[src/rtl/isr_cfg.svh]
// isr_cfg.svh: bit positions, masks, reset values and widths for the status block
// assumes: included by name from rtl/, definitions only
`ifndef ISR_CFG_SVH
`define ISR_CFG_SVH

// summary status byte bit positions
`define ISR_SB_ERRQ     2
`define ISR_SB_QSUM     3
`define ISR_SB_OUTQ     4
`define ISR_SB_ESUM     5
`define ISR_SB_REQ      6
`define ISR_SB_OSUM     7
// bits 0 and 1 unused; bit 6 never feeds the master summary
`define ISR_SB_USED     8'hfc
`define ISR_SB_UNUSED   8'h03
`define ISR_SRE_CARE    8'hbc

// standard event flag bit positions
`define ISR_ES_DONE     0
`define ISR_ES_QFLT     2
`define ISR_ES_IFLT     3
`define ISR_ES_XFLT     4
`define ISR_ES_CFLT     5
`define ISR_ES_PWR      7
`define ISR_ES_USED     8'hbd
// power-up flag is the only flag standing after reset
`define ISR_ES_RST      8'h80

// operation and questionable groups
`define ISR_GW          16
`define ISR_OP_USED     16'h1a30
`define ISR_QS_USED     16'h7fff
`define ISR_OP_PTR_RST  16'h7fff
`define ISR_OP_NTR_RST  16'h0000
`define ISR_QS_PTR      16'h7fff
`define ISR_GRP_ZERO    16'h0000
`define ISR_MASK_RST    8'h00
`define ISR_BYTE_ZERO   8'h00

// measurement counting
`define ISR_CNT_ONE     16'h0001
`define ISR_CNT_ZERO    16'h0000
`define ISR_DONE_TRUE   16'h0001

`endif

[src/rtl/isr_pkg.sv]
// isr_pkg: command codes and carrier structs for the status block
// assumes: nothing beyond the constants header
`default_nettype none
package isr_pkg;

   typedef enum logic [4:0] {
      isr_nop, isr_spoll, isr_stb_q, isr_esr_q, isr_sre_w, isr_sre_q,
      isr_ese_w, isr_ese_q, isr_cls, isr_done_w, isr_done_q, isr_init,
      isr_op_evt_q, isr_op_cond_q, isr_op_en_w, isr_op_en_q,
      isr_op_ptr_w, isr_op_ptr_q, isr_op_ntr_w, isr_op_ntr_q,
      isr_qs_evt_q, isr_qs_cond_q, isr_qs_en_w, isr_qs_en_q, isr_preset
   } isr_cmd_e_t;

   typedef struct packed {
      isr_cmd_e_t  code;
      logic [15:0] data;
   } isr_cmd_t;

   typedef struct packed {
      logic query;
      logic instrument;
      logic execution;
      logic command;
   } isr_fault_t;

   typedef struct packed {
      logic        valid;
      logic [15:0] data;
   } isr_rsp_t;

endpackage : isr_pkg
`default_nettype wire

[src/rtl/isr_top.sv]
// isr_top: instrument status reporting, status byte, event flags, groups, service request
// assumes: commands already parsed into codes, one per enabled cycle; inputs synchronous to clk_in
//
// Functional notes
// - status bit 2 follows error queue nonempty
// - status bit 3 is enabled questionable summary
// - status bit 4 follows output queue nonempty
// - status bit 5 is enabled standard event summary
// - status bit 7 is enabled operation summary
// - serial poll returns request flag, then clears it
// - status query returns master summary in bit 6
// - service enable mask written and read by command
// - zero or power-on clears mask, blocking requests
// - event query and clear-status clear standard flags
// - completion command sets bit 0 when pending ends
// - pending ends after one or averaged measurements
// - completion query leaves bit 0 untouched
// - query faults set standard bit 2
// - instrument faults set standard bit 3
// - execution faults set standard bit 4
// - command faults set standard bit 5
// - power-on sets standard bit 7
// - standard bits 1,6 and status 0,1 unused
// - standard enable mask, cleared by zero or power-on
// - operation and questionable groups with filters, events, enables
// - status byte changes only with structures; clear-status clears
`include "isr_cfg.svh"
`default_nettype none
module isr_top (
   // clock, reset, enable
   input  wire logic               clk_in,
   input  wire logic               nrst_in,
   input  wire logic               ce_in,
   // host command port
   input  wire logic               cmd_valid_in,
   input  wire isr_pkg::isr_cmd_t  cmd_in,
   output var isr_pkg::isr_rsp_t   rsp_out,
   // instrument state
   input  wire logic               error_queue_nonempty_in,
   input  wire logic               output_queue_nonempty_in,
   input  wire isr_pkg::isr_fault_t fault_in,
   input  wire logic               meas_done_in,
   input  wire logic               averaging_on_in,
   input  wire logic [15:0]        averaging_count_in,
   input  wire logic [15:0]        op_cond_in,
   input  wire logic [15:0]        qs_cond_in,
   // summary outputs
   output logic [7:0]              stb_out,
   output logic                    srq_out,
   output logic                    cls_out
);

   // reset release through two flops
   logic rst_meta_r;
   logic rst_n;
   always_ff @(posedge clk_in or negedge nrst_in) begin
      if (!nrst_in) begin
         rst_meta_r <= 1'b0;
         rst_n      <= 1'b0;
      end else begin
         rst_meta_r <= 1'b1;
         rst_n      <= rst_meta_r;
      end
   end

   function automatic logic is_cmd(input logic v, input isr_pkg::isr_cmd_e_t c,
                                   input isr_pkg::isr_cmd_e_t want);
      is_cmd = v && (c == want);
   endfunction : is_cmd

   // edge filter shared by both groups
   function automatic logic [15:0] edge_hits(input logic [15:0] prev, input logic [15:0] cur,
                                             input logic [15:0] ptr, input logic [15:0] ntr);
      edge_hits = (~prev & cur & ptr) | (prev & ~cur & ntr);
   endfunction : edge_hits

   isr_pkg::isr_cmd_e_t code;
   logic [15:0]         arg;
   assign code = cmd_in.code;
   assign arg  = cmd_in.data;

   logic [7:0]  sre_r;
   logic [7:0]  ese_r;
   logic [7:0]  esr_r;
   logic [15:0] op_ptr_r;
   logic [15:0] op_ntr_r;
   logic [15:0] op_en_r;
   logic [15:0] op_evt_r;
   logic [15:0] op_prev_r;
   logic [15:0] qs_en_r;
   logic [15:0] qs_evt_r;
   logic [15:0] qs_prev_r;
   logic        req_flag_r;
   logic        msum_q_r;
   logic        done_armed_r;
   logic        doneq_wait_r;
   logic        pend_r;
   logic [15:0] meas_cnt_r;

   logic do_cls;
   logic do_preset;
   assign do_cls    = is_cmd(cmd_valid_in, code, isr_pkg::isr_cls);
   assign do_preset = is_cmd(cmd_valid_in, code, isr_pkg::isr_preset);

   // live summary; bit 6 is filled per read type
   logic       op_sum;
   logic       qs_sum;
   logic       es_sum;
   logic [7:0] sb_live;
   logic       msum;
   assign op_sum = |(op_evt_r & op_en_r);
   assign qs_sum = |(qs_evt_r & qs_en_r);
   assign es_sum = |(esr_r & ese_r);
   always_comb begin
      sb_live                = `ISR_BYTE_ZERO;
      sb_live[`ISR_SB_ERRQ]  = error_queue_nonempty_in;
      sb_live[`ISR_SB_QSUM]  = qs_sum;
      sb_live[`ISR_SB_OUTQ]  = output_queue_nonempty_in;
      sb_live[`ISR_SB_ESUM]  = es_sum;
      sb_live[`ISR_SB_OSUM]  = op_sum;
      sb_live                = sb_live & `ISR_SB_USED;
   end
   assign msum = |(sb_live & sre_r & `ISR_SRE_CARE);

   // host-written masks
   always_ff @(posedge clk_in or negedge rst_n) begin
      if (!rst_n) begin
         sre_r <= `ISR_MASK_RST;
         ese_r <= `ISR_MASK_RST;
      end else if (ce_in) begin
         if (is_cmd(cmd_valid_in, code, isr_pkg::isr_sre_w))
            sre_r <= arg[7:0];
         if (is_cmd(cmd_valid_in, code, isr_pkg::isr_ese_w))
            ese_r <= arg[7:0];
      end
   end

   // standard event flags: a set in the clearing cycle survives
   logic [7:0] esr_set;
   logic       done_fire;
   assign done_fire = done_armed_r && !pend_r;
   always_comb begin
      esr_set               = `ISR_BYTE_ZERO;
      esr_set[`ISR_ES_DONE] = done_fire;
      esr_set[`ISR_ES_QFLT] = fault_in.query;
      esr_set[`ISR_ES_IFLT] = fault_in.instrument;
      esr_set[`ISR_ES_XFLT] = fault_in.execution;
      esr_set[`ISR_ES_CFLT] = fault_in.command;
   end
   always_ff @(posedge clk_in or negedge rst_n) begin
      if (!rst_n) begin
         esr_r <= `ISR_ES_RST;
      end else if (ce_in) begin
         if (do_cls || is_cmd(cmd_valid_in, code, isr_pkg::isr_esr_q))
            esr_r <= esr_set & `ISR_ES_USED;
         else
            esr_r <= (esr_r | esr_set) & `ISR_ES_USED;
      end
   end

   // pending measurement tracking
   logic [15:0] meas_target;
   assign meas_target = (averaging_on_in && averaging_count_in != `ISR_CNT_ZERO) ?
                        averaging_count_in : `ISR_CNT_ONE;
   always_ff @(posedge clk_in or negedge rst_n) begin
      if (!rst_n) begin
         pend_r     <= 1'b0;
         meas_cnt_r <= `ISR_CNT_ZERO;
      end else if (ce_in) begin
         if (is_cmd(cmd_valid_in, code, isr_pkg::isr_init)) begin
            pend_r     <= 1'b1;
            meas_cnt_r <= `ISR_CNT_ZERO;
         end else if (pend_r && meas_done_in) begin
            meas_cnt_r <= meas_cnt_r + `ISR_CNT_ONE;
            if (meas_cnt_r + `ISR_CNT_ONE >= meas_target)
               pend_r <= 1'b0;
         end
      end
   end

   // completion arming; the query form never touches the flag
   always_ff @(posedge clk_in or negedge rst_n) begin
      if (!rst_n) begin
         done_armed_r <= 1'b0;
         doneq_wait_r <= 1'b0;
      end else if (ce_in) begin
         if (is_cmd(cmd_valid_in, code, isr_pkg::isr_done_w))
            done_armed_r <= 1'b1;
         else if (done_fire)
            done_armed_r <= 1'b0;
         if (is_cmd(cmd_valid_in, code, isr_pkg::isr_done_q) && pend_r)
            doneq_wait_r <= 1'b1;
         else if (!pend_r)
            doneq_wait_r <= 1'b0;
      end
   end

   // operation and questionable groups
   logic [15:0] op_hits;
   logic [15:0] qs_hits;
   logic        op_clr;
   logic        qs_clr;
   assign op_hits = edge_hits(op_prev_r, op_cond_in, op_ptr_r, op_ntr_r) & `ISR_OP_USED;
   assign qs_hits = edge_hits(qs_prev_r, qs_cond_in, `ISR_QS_PTR, `ISR_GRP_ZERO) & `ISR_QS_USED;
   assign op_clr  = do_cls || is_cmd(cmd_valid_in, code, isr_pkg::isr_op_evt_q);
   assign qs_clr  = do_cls || is_cmd(cmd_valid_in, code, isr_pkg::isr_qs_evt_q);
   always_ff @(posedge clk_in or negedge rst_n) begin
      if (!rst_n) begin
         op_prev_r <= `ISR_GRP_ZERO;
         qs_prev_r <= `ISR_GRP_ZERO;
         op_evt_r  <= `ISR_GRP_ZERO;
         qs_evt_r  <= `ISR_GRP_ZERO;
      end else if (ce_in) begin
         op_prev_r <= op_cond_in;
         qs_prev_r <= qs_cond_in;
         op_evt_r  <= (op_clr ? `ISR_GRP_ZERO : op_evt_r) | op_hits;
         qs_evt_r  <= (qs_clr ? `ISR_GRP_ZERO : qs_evt_r) | qs_hits;
      end
   end
   // filters survive clear-status; preset restores defaults
   always_ff @(posedge clk_in or negedge rst_n) begin
      if (!rst_n) begin
         op_ptr_r <= `ISR_OP_PTR_RST;
         op_ntr_r <= `ISR_OP_NTR_RST;
         op_en_r  <= `ISR_GRP_ZERO;
         qs_en_r  <= `ISR_GRP_ZERO;
      end else if (ce_in) begin
         if (do_preset) begin
            op_ptr_r <= `ISR_OP_PTR_RST;
            op_ntr_r <= `ISR_OP_NTR_RST;
            op_en_r  <= `ISR_GRP_ZERO;
            qs_en_r  <= `ISR_GRP_ZERO;
         end else if (cmd_valid_in) begin
            if (code == isr_pkg::isr_op_ptr_w) op_ptr_r <= arg & `ISR_OP_USED;
            if (code == isr_pkg::isr_op_ntr_w) op_ntr_r <= arg & `ISR_OP_USED;
            if (code == isr_pkg::isr_op_en_w)  op_en_r  <= arg & `ISR_OP_USED;
            if (code == isr_pkg::isr_qs_en_w)  qs_en_r  <= arg & `ISR_QS_USED;
         end
      end
   end

   // request flag: raised on a new reason, dropped by a poll or when the reason goes
   logic spoll;
   logic req_flag_nxt;
   assign spoll        = is_cmd(cmd_valid_in, code, isr_pkg::isr_spoll);
   assign req_flag_nxt = (msum && !msum_q_r) || (req_flag_r && msum && !spoll);
   always_ff @(posedge clk_in or negedge rst_n) begin
      if (!rst_n) begin
         req_flag_r <= 1'b0;
         msum_q_r   <= 1'b0;
         srq_out    <= 1'b0;
      end else if (ce_in) begin
         req_flag_r <= req_flag_nxt;
         msum_q_r   <= msum;
         srq_out    <= req_flag_nxt;
      end
   end

   // registered status byte copy, bit 6 shows master summary
   always_ff @(posedge clk_in or negedge rst_n) begin
      if (!rst_n) begin
         stb_out <= `ISR_BYTE_ZERO;
         cls_out <= 1'b0;
      end else if (ce_in) begin
         stb_out              <= sb_live;
         stb_out[`ISR_SB_REQ] <= msum;
         cls_out              <= do_cls;
      end
   end

   // answers, one cycle after the command; a completion query waits while pending
   isr_pkg::isr_rsp_t rsp_nxt;
   always_comb begin
      rsp_nxt.valid = cmd_valid_in;
      rsp_nxt.data  = `ISR_GRP_ZERO;
      unique case (code)
         isr_pkg::isr_spoll: begin
            rsp_nxt.data[7:0]        = sb_live;
            rsp_nxt.data[`ISR_SB_REQ] = req_flag_r;
         end
         isr_pkg::isr_stb_q: begin
            rsp_nxt.data[7:0]        = sb_live;
            rsp_nxt.data[`ISR_SB_REQ] = msum;
         end
         isr_pkg::isr_esr_q:     rsp_nxt.data[7:0] = esr_r & `ISR_ES_USED;
         isr_pkg::isr_sre_q:     rsp_nxt.data[7:0] = sre_r;
         isr_pkg::isr_ese_q:     rsp_nxt.data[7:0] = ese_r;
         isr_pkg::isr_op_evt_q:  rsp_nxt.data = op_evt_r;
         isr_pkg::isr_op_cond_q: rsp_nxt.data = op_cond_in & `ISR_OP_USED;
         isr_pkg::isr_op_en_q:   rsp_nxt.data = op_en_r;
         isr_pkg::isr_op_ptr_q:  rsp_nxt.data = op_ptr_r;
         isr_pkg::isr_op_ntr_q:  rsp_nxt.data = op_ntr_r;
         isr_pkg::isr_qs_evt_q:  rsp_nxt.data = qs_evt_r;
         isr_pkg::isr_qs_cond_q: rsp_nxt.data = qs_cond_in & `ISR_QS_USED;
         isr_pkg::isr_qs_en_q:   rsp_nxt.data = qs_en_r;
         isr_pkg::isr_done_q: begin
            // held back until measurements finish
            rsp_nxt.valid = cmd_valid_in && !pend_r;
            rsp_nxt.data  = `ISR_DONE_TRUE;
         end
         default: begin
            rsp_nxt.valid = 1'b0;
         end
      endcase
      if (doneq_wait_r && !pend_r) begin
         rsp_nxt.valid = 1'b1;
         rsp_nxt.data  = `ISR_DONE_TRUE;
      end
   end
   always_ff @(posedge clk_in or negedge rst_n) begin
      if (!rst_n) begin
         rsp_out <= '0;
      end else if (ce_in) begin
         rsp_out <= rsp_nxt;
      end
   end
endmodule : isr_top
`default_nettype wire

[config.mk]
export PLATFORM = sky130hd
export DESIGN_NAME = isr_top
export DESIGN_NICKNAME = d
export VERILOG_FILES = /design/src/rtl/isr_pkg.sv /design/src/rtl/isr_top.sv
export VERILOG_INCLUDE_DIRS = /design/src /design/src/rtl
export SDC_FILE = /design/constraint.sdc
export NUM_CORES = 1
export LEC_CHECK = 0
export BUFFER_PORTS_ARGS = -buffer_cell sky130_fd_sc_hd__clkbuf_2
export CAP_MARGIN = 20
export CORE_ASPECT_RATIO = 0.9
export CORE_MARGIN = 3
export CORE_UTILIZATION = 50
export CTS_CLUSTER_SIZE = 8
export DETAILED_ROUTE_END_ITERATION = 12
export PLACE_DENSITY = 0.72
export SETUP_SLACK_MARGIN = 0.4
export SLEW_MARGIN = 15
export SYNTH_ARGS = -nofsm -noshare
export SYNTH_HDL_FRONTEND = slang
export SYNTH_SLANG_ARGS = --single-unit
[constraint.sdc]
create_clock -name clk_in -period 12.8 [get_ports clk_in]
set_input_delay 3.2 -clock clk_in [delete_from_list [all_inputs] [get_ports clk_in]]
set_output_delay 3.2 -clock clk_in [all_outputs]
set_load 0.01 [all_outputs]
==> metrics, run 1 <==
CP endpoint kind flip-flop; antenna cell count 0; Final HPWL DP 13400 um; warnings from Yosys 0; worst hold path class flip-flop to flip-flop; largest net degree at the start of global routing 72; buffers and inverters on the worst path 3; worst ir drop on vdd 0.0000951 V; routability congestion estimate 0.893; Fin Hold WS 349 ps; Startpoint Class input port; measured slew at the worst slew-check pin 983 ps; mean number of vias per cell 6.32; RSZ-0062 raised after global routing no; final worst path period share 43.2%; starting density of the core 51.9%; CP cell instances clkbuf_2 -> buf_4 -> inv_1 -> a21oi_1 -> o21ai_0 -> a21oi_1 -> a22o_1; number of max-cap violations 0; Slowest Stage Delay on Critical Path 610 ps; clock sink total 138; total number of vias 6001; DR iter-0 viols 674; Crit-path slowest cell inv_1; ys async rst share 100%; pwr dens 145 nW/um^2; initial antenna violation count 0; GRT Residual Overflow 0; number of synthesized register bits 138; Worst-path clk slew 60 ps; CTS tree built; Post-Route WL 19300 um; DR pass1 iterations 5; Syn Area/Cell 10.2 um^2; vias in the first global route 5865; Setup TNS Final 0 ps; overall routing resource usage 25.9%; run status finished clean; Seq/Total Area, Yosys 49.3%; Leakage Power 3.83 nW; Cells after Synth 688; CTS buffer count 17; Synth top area share 46.7%; Final Max Tran Viols 0; setup violators final 0; Residual DRC 0; die area 15500 um^2; largest cells by area after synthesis dfrtp_1 47%, a22o_1 6.2%, nand2_1 4.8%; FMAX 0.181 GHz; CP top delay family compound AO/OA/AOI/OAI gates; Root Buffer clkbuf_16; first-pass GRT wire length 31000 um; post-route ant nets 0; Die Wd 131 um; CP max FO 60; Final Hold Viols 0; Post-synth EDFFs 0; H-tree depth 4; worst path arrival time 5880 ps; fraction of layout cells with a size suffix above 1 23.0%; fill cell count 1129; post-layout util 59.8%; Post-CTS Hold Fix Bufs 0; Req. time, crit path 13150 ps; NumNets Final 867; critical path type input port to flip-flop; clock buffer depth 2; top cell type by total area after synthesis dfrtp_1; Worst slew margin 34.1%; I/O Buffers 91; top-count cell post-synth dfrtp_1; Ports 108; Cell Area, Synth 7020 um^2; Synth-to-Final Area Change 15.2%; FP Rows 40; Top FF cell, synth dfrtp_1; Post-CTS Setup Inserts 0; Final min period 5530 ps; Final Skew 8.97 ps; cell mode on critical path a21oi_1; core area 13500 um^2; Clock Latency Late Sink 420 ps; Resized Gates After CTS 0; Wirelength per Cell 20.4 um; Yosys cell types 62; DIE HEIGHT 118 um; Commonest cells post-synth 131 x dfrtp_1, 89 x nand2_1, 58 x o21ai_0
==> cells by family after synthesis <==
family	Yosys count	share of synthesized area, %
xor gates and xnor gates	15	1.87
AOI/OAI and AO/OA	214	21.7
buffers and inverters	56	3.82
other	2	0.107
DFF	138	49.3
muxes	30	4.78
and+or+nand+nor	216	15.4
adders and majority gates	17	3.03
==> flip-flops by register name (all words and copies together) (netlist names), 8 cells and up <==
register / cells
qs_prev_r: 15
qs_evt_r: 15
ese_r: 8
sre_r: 8
qs_en_r: 15
meas_cnt_r: 16
rsp_out: 16
==> where the power goes <==
part	leakage, nW	switching (mW)	internal [mW]
combinational	1.88	0.0914	0.0761
clock	0.260	0.182	0.276
sequential	1.70	0.0524	0.490
total	3.83	0.326	0.842
==> cells in the final DEF (no fill, tap or decap), types with 21 or more instances in the layout <==
cell,instances
dfrtp_1,130
clkbuf_2,91
nand2_1,89
o21ai_0,58
a22o_1,50
nor2_1,36
mux2_2,28
a22oi_1,28
nand3_1,24
inv_1,21
==> final timing paths <==
check	startpoint	endpoint	slack, ps	depth (start not counted)
worst min-delay path	rst_meta_r$_DFF_PN0_	rst_n$_DFF_PN0_	350	0
worst max register to register	meas_cnt_r[0]$_DFFE_PN0P_	pend_r$_DFFE_PN0P_	10050	10
min in group asynchronous	rst_n$_DFF_PN0_	op_evt_r[4]$_DFFE_PN0P_	430	0
worst min register to register	rst_meta_r$_DFF_PN0_	rst_n$_DFF_PN0_	350	0
max in group asynchronous	nrst_in	rst_n$_DFF_PN0_	10140	1
worst max-delay path	ce_in	rsp_out[11]$_DFFE_PN0P_	7270	7
==> routing by layer <==
layer | GRT usage [%] | share of wire [%] | routed length [um]
met2 | 37.1 | 45 | 8740
met4 | 9.00 | 1.8 | 352
met3 | 8.00 | 8.4 | 1620
met1 | 37.2 | 45 | 8620
met5 | 0 | 0 | 0
==> worst reg2reg max path: stages, from the launching register on <==
cell and delay [ps]:
dfrtp_1 440, ha_1 260, inv_1 110, nor2_1 260, nand3_1 170, xnor2_1 170
ha_1 290, and3_1 140, o211ai_1 100, a2111oi_0 520, o22ai_1 140
==> metrics by stage <==
step                      worst slack [ps]  area [um^2]  cells  power (mW)
after floorplan                       7850         7020    690       0.647
after global placement                7010         7530    917       0.704
after detailed placement              6930         7540    918       0.713
after CTS                             7360         8080    950        1.17
after global routing                  7080         8080    950        1.22
final                                 7270         8080    950        1.17
==> layout make-up <==
class,count,area (um^2),share of cell area (%)
repair buffers,95,489,6.05
flip-flops and latches,138,3470,42.9
multi-input cells,496,3290,40.7
inverters,21,78.8,0.975
well taps,168,210,2.60
clock buffers,24,472,5.84
clock inverters,8,72.6,0.898
Power figures use the tool's default switching activity.
==> run 2: changes to the inputs <==
Clock period 12.8 ns to 5.5 ns, I/O delays scaled along.
==> run 2 against run 1 <==
Global-route usage hardly changed. Worst hold slack improved by 5.5 ps. Clock power is 130% higher. Routed wire length is 0.67% lower. Register-to-register slack worse by 7400 ps. Via count fell by 0.60%. Non-clock buffer count up 1. Clock-buffer cell count is the same. Cell count unchanged. Sequential share of layout area hardly changed. Critical path depth increased by 4. Design area increased by 0.11%. Critical endpoint is now pend_r$_DFFE_PN0P_. Largest cell class unchanged.
==> metrics, run 2 (synthesis gave the netlist of run 1 again) <==
CTS tree built; worst ir drop on vdd 0.000301 V (+220%); critical path type input port to flip-flop; Final Worst Setup Slack 2000 ps (-5270 ps); fill cell count 1165 (+3.2%); Final Hold Viols 0 (unchanged); Leakage Power 3.84 nW (+0.16%); first-pass GRT wire length 31200 um (+0.51%); Crit-path slowest cell a41oi_1; clock sink total 138 (unchanged); hold path endpoint rst_n$_DFF_PN0_; core area 13500 um^2 (unchanged); fraction of layout cells with a size suffix above 1 23.1% (+0.13 points); starting density of the core 51.9% (unchanged); final worst path period share 63.6%; DR pass1 iterations 5 (unchanged); post-route cell area 8090 um^2 (+0.11%); most frequent cells in the layout 130 x dfrtp_1, 91 x clkbuf_2, 89 x nand2_1, 58 x o21ai_0, 50 x a22o_1; measured slew at the worst slew-check pin 949 ps (-33.9 ps); Reg2Reg Setup Slack 2670 ps (-7380 ps); reg2reg start meas_cnt_r[0]$_DFFE_PN0P_; CP endpoint kind flip-flop; Fin Hold WS 355 ps (+5.53 ps); worst path arrival time 3780 ps (-2100 ps); I/O Buffers 91 (unchanged); FP Rows 40 (unchanged); Clock Latency Late Sink 430 ps (about the same); most common cell after layout, fill and taps aside dfrtp_1; Synth-to-Final Area Change 15.3%; post-layout util 59.9% (+0.065 points); Startpoint Class input port; Hold Path Depth 0 (unchanged); Final min period 3500 ps; Setup TNS Final 0 ps (unchanged); DR iter-0 viols 652 (-3.3%); number of max-cap violations 0 (unchanged); NumNets Final 868 (+0.12%); cell mode on critical path nand2b_1; Residual DRC 0 (unchanged); mean number of vias per cell 6.28 (-0.60%); Resized Gates After CTS 0 (unchanged); die area 15500 um^2 (unchanged); run status finished clean; Req. time, crit path 5780 ps (-7370 ps); Post-CTS Hold Fix Bufs 0 (unchanged); largest net degree at the start of global routing 76 (+5.6%); Post-CTS Setup Inserts 0 (unchanged); CTS buffer count 17 (unchanged); post-route ant nets 0 (unchanged); GRT Residual Overflow 0 (unchanged); Post-Route WL 19200 um (-0.67%); H-tree depth 4 (unchanged); Final Max Tran Viols 0 (unchanged); reg2reg end pend_r$_DFFE_PN0P_; Die Wd 131 um (unchanged); DP Worst Slack 1580 ps (-5350 ps); Hold Crit Start rst_meta_r$_DFF_PN0_; CP max FO 11 (-82%); Wirelength per Cell 20.2 um (-0.67%); placed inst area 7530 um^2 (about the same); setup violators final 0 (unchanged); total number of vias 5965 (-0.60%); Final HPWL DP 13800 um (+2.6%); vias in the first global route 5946 (+1.4%); CP cell instances clkbuf_2 -> nor4_1 -> a41oi_1 -> nand2b_1 -> ha_1 -> nand2b_1 -> a211oi_1 -> o21ai_0 -> o211ai_1 -> a2111oi_0 -> o22ai_1; Worst-path clk slew 60 ps (about the same); pwr dens 337 nW/um^2 (+130%); Root Buffer clkbuf_16; overall routing resource usage 25.9% (about the same); Largest regs meas_cnt_r: 16 flops, rsp_out: 16 flops; antenna cell count 0 (unchanged); clock buffer depth 2 (unchanged); DIE HEIGHT 118 um (unchanged); Reg2Reg Depth 10 (unchanged); FMAX 0.286 GHz; Slowest Stage Delay on Critical Path 700 ps (+90 ps); RSZ-0062 raised after global routing no; routability congestion estimate 0.897 (+0.54%); Ports 108 (unchanged); Final Skew 6.16 ps (-2.81 ps); initial antenna violation count 0 (unchanged); Worst slew margin 36.3% (+2.3 points); worst hold path class flip-flop to flip-flop
-- run 2: cell types whose count changed in the layout (fill, tap and decap cells not counted), sizes merged --
cell and change:
buf +1, clkinv -1
-- run 2: worst max-delay path by stage --
stage | from | cells past startpoint | end | slack (ps)
floorplan | rst_n$_DFF_PN0_ | 0 | cls_out$_DFFE_PN0P_ | 1380
global placement | averaging_count_in[1] | 11 | pend_r$_DFFE_PN0P_ | 1590
detailed placement | averaging_count_in[2] | 11 | pend_r$_DFFE_PN0P_ | 1580
CTS | averaging_count_in[2] | 11 | pend_r$_DFFE_PN0P_ | 2010
global route | averaging_count_in[1] | 11 | pend_r$_DFFE_PN0P_ | 1780
finish | averaging_count_in[2] | 11 | pend_r$_DFFE_PN0P_ | 2000
-- run 2: stage by stage --
step | cells | total power [mW]
final | 950 | 2.73
after detailed placement | 918 | 1.66
after global placement | 918 | 1.64
after global routing | 950 | 2.84
after CTS | 949 | 2.73
after floorplan | 690 | 1.51
-- run 2: per-layer routing --
| metal | routed length, um | share of wire [%] | track usage (%) | vias to the layer above |
|---|---|---|---|---|
| met5 | 0 | 0 | 0 | - |
| met4 | 543 | 2.8 | 10.1 | 0 |
| met3 | 1650 | 8.6 | 6.69 | 48 |
| met2 | 8610 | 45 | 37.9 | 305 |
| met1 | 8390 | 44 | 36.8 | 2899 |
| li1 | - | - | - | 2713 |
-- run 2: power breakdown --
group / internal (mW) / total (mW) / switching [mW]
sequential: 1.14 / 1.26 / 0.123
combinational: 0.178 / 0.390 / 0.212
clock: 0.652 / 1.07 / 0.423
total: 1.97 / 2.73 / 0.758
-- run 2: cell type report --
type	instances	area, um^2	area share [%]
sequential	138	3470	42.8
clock buffer	24	482	5.95
clock inverter	7	67.6	0.835
multi-input combinational	496	3290	40.7
inverter	21	78.8	0.974
timing repair buffer	96	493	6.09
tap	168	210	2.60
-- run 2: worst max-delay path: cells and delay by family --
| family | cells | cell delay, ps |
|---|---|---|
| adder cells (fa/ha/maj) | 1 | 290 |
| buffers and inverters | 1 | 90 |
| AO/OA/AOI/OAI | 6 | 1770 |
| AND/OR/NAND/NOR | 3 | 250 |
==> run 3: changes to the inputs <==
Clock period 5.5 ns to 3.7 ns, I/O delays scaled along.
==> run 3 against run 2 <==
Utilization increased by 0.76 points. Routed wire length increased by 0.14%. Design area increased by 1.3%. Clock skew increased by 2.6 ps. Sequential share of layout area decreased by 0.54 points. Sequential cell count unchanged. Via count increased by 0.52%. Critical endpoint unchanged.
==> metrics, run 3 (synthesis gave the netlist of run 1 again) <==
Root Buffer clkbuf_16; number of max-cap violations 0 (unchanged); measured slew at the worst slew-check pin 904 ps (-44.7 ps); met3 global-route usage 7.09% (+0.41 points); met2 Use GR 39.1% (+1.2 points); setup violators final 0 (unchanged); overall routing resource usage 26.0% (+0.083 points); GRT busiest layer met2; Largest regs meas_cnt_r: 16 flops, rsp_out: 16 flops; DIE HEIGHT 118 um (unchanged); RSZ-0062 raised after global routing no; post-route ant nets 0 (unchanged); die area 15500 um^2 (unchanged); Post-CTS Setup Inserts 0 (unchanged); Die Wd 131 um (unchanged); DR pass1 iterations 5 (unchanged); Crit-path slowest cell a2111oi_0; worst path arrival time 3080 ps (-700 ps); Reg2Reg Setup Slack 900 ps (-1770 ps); largest net degree at the start of global routing 70 (-7.9%); FP Rows 40 (unchanged); Synth-to-Final Area Change 16.8%; most common cell after layout, fill and taps aside dfrtp_1; CTS buffer count 17 (unchanged); Reg area 3470 um^2 (unchanged); area of the multi-input gates 3290 um^2 (unchanged); Residual DRC 0 (unchanged); mean number of vias per cell 6.28 (about the same); worst hold path class input port to async pin; Worst slew margin 39.3% (+3.0 points); Leakage Power 3.89 nW (+1.4%); Req. time, crit path 3980 ps (-1800 ps); core area 13500 um^2 (unchanged); antenna cell count 0 (unchanged); Final min period 2800 ps; Slowest Stage Delay on Critical Path 520 ps (-180 ps); Clock Latency Late Sink 430 ps (about the same); starting density of the core 51.9% (unchanged); CP max FO 6 (-5); most frequent cells in the layout 130 x dfrtp_1, 91 x clkbuf_2, 89 x nand2_1, 58 x o21ai_0, 50 x a22o_1; fraction of layout cells with a size suffix above 1 24.0% (+0.87 points); fill cell count 1151 (-1.2%); Resized Gates After CTS 0 (unchanged); routability congestion estimate 0.883 (-1.6%); pwr dens 515 nW/um^2 (+53%); NumNets Final 872 (+0.46%); Final Skew 8.75 ps (+2.59 ps); Wirelength per Cell 20.1 um (-0.38%); met1 GRT Util 36.9% (+0.047 points); cell mode on critical path ha_1; run status finished clean; GRT Residual Overflow 0 (unchanged); FMAX 0.357 GHz; initial antenna violation count 0 (unchanged); clock buffer depth 2 (unchanged); CP endpoint kind flip-flop; Worst-path clk slew 60 ps (about the same); Post-CTS Hold Fix Bufs 0 (unchanged); Post-Route WL 19200 um (+0.14%); total number of vias 5996 (+0.52%); reg2reg start meas_cnt_r[0]$_DFFE_PN0P_; worst ir drop on vdd 0.000529 V (+76%); final worst path period share 75.7%; reg2reg end pend_r$_DFFE_PN0P_; DR iter-0 viols 644 (-1.2%); Startpoint Class flip-flop; Fin Hold WS 276 ps (-78.6 ps); clock sink total 138 (unchanged); Pwr Total 4.22 mW (+55%); Ports 108 (unchanged); Final HPWL DP 13900 um (+1.0%); H-tree depth 4 (unchanged); vias in the first global route 5874 (-1.2%); critical path type flip-flop to flip-flop; Final Max Tran Viols 0 (unchanged); CP top delay family compound AO/OA/AOI/OAI gates; first-pass GRT wire length 31300 um (+0.18%); CTS tree built; Final Hold Viols 0 (unchanged); Reg2Reg Depth 10 (unchanged); I/O Buffers 91 (unchanged); buffers and inverters on the worst path 1 (unchanged); CP cell instances ha_1 -> inv_1 -> nor2_1 -> nand3_1 -> xnor2_1 -> ha_1 -> and3_1 -> o211ai_1 -> a2111oi_0 -> o22ai_1; Setup TNS Final 0 ps (unchanged)
[run 3: cell types whose count changed in the layout (fill, tap and decap cells not counted), sizes merged]
cell and delta:
buf +4, bufinv +2, clkbuf -5, inv +2, clkinv +2
[run 3: where the power goes]
group | leakage, nW | internal (mW) | switching, mW
Combinational | 1.91 | 0.268 | 0.314
Sequential | 1.70 | 1.69 | 0.184
Clock | 0.290 | 1.08 | 0.674
[run 3: layer usage]
layer	part of all wire (%)	up-vias
met5	0	-
met4	1.3	0
met3	7.5	37
met2	46	260
met1	45	2979
li1	-	2720
[run 3: worst max-delay path by stage]
stage / depth (start not counted) / end / slack, ps / startpoint
2_1_floorplan: 9 / pend_r$_DFFE_PN0P_ / 1020 / averaging_count_in[3]
3_3_place_gp: 11 / pend_r$_DFFE_PN0P_ / 570 / averaging_count_in[11]
3_5_place_dp: 11 / pend_r$_DFFE_PN0P_ / 630 / averaging_count_in[11]
4_1_cts: 10 / pend_r$_DFFE_PN0P_ / 900 / meas_cnt_r[0]$_DFFE_PN0P_
5_1_grt: 10 / pend_r$_DFFE_PN0P_ / 530 / meas_cnt_r[0]$_DFFE_PN0P_
6_report: 10 / pend_r$_DFFE_PN0P_ / 900 / meas_cnt_r[0]$_DFFE_PN0P_
[run 3: cell type report]
type                            instances  area share (%)
Timing Repair Buffer                  100            6.54
Sequential cell                       138            42.3
Clock buffer                           19            5.41
Inverter                               21           0.962
Clock inverter                         13            2.03
Multi-Input combinational cell        496            40.2
Tap cell                              168            2.57
[run 3: per-stage QoR]
step                instances  instance area, um^2  utilization [%]  setup slack, ps
global placement          923                 7580             56.1              570
floorplan                 690                 7020                -             1020
detailed placement        923                 7580             56.1              628
global route              955                 8190             60.6              529
CTS                       955                 8190             60.6              900
finish                    955                 8190             60.6              900
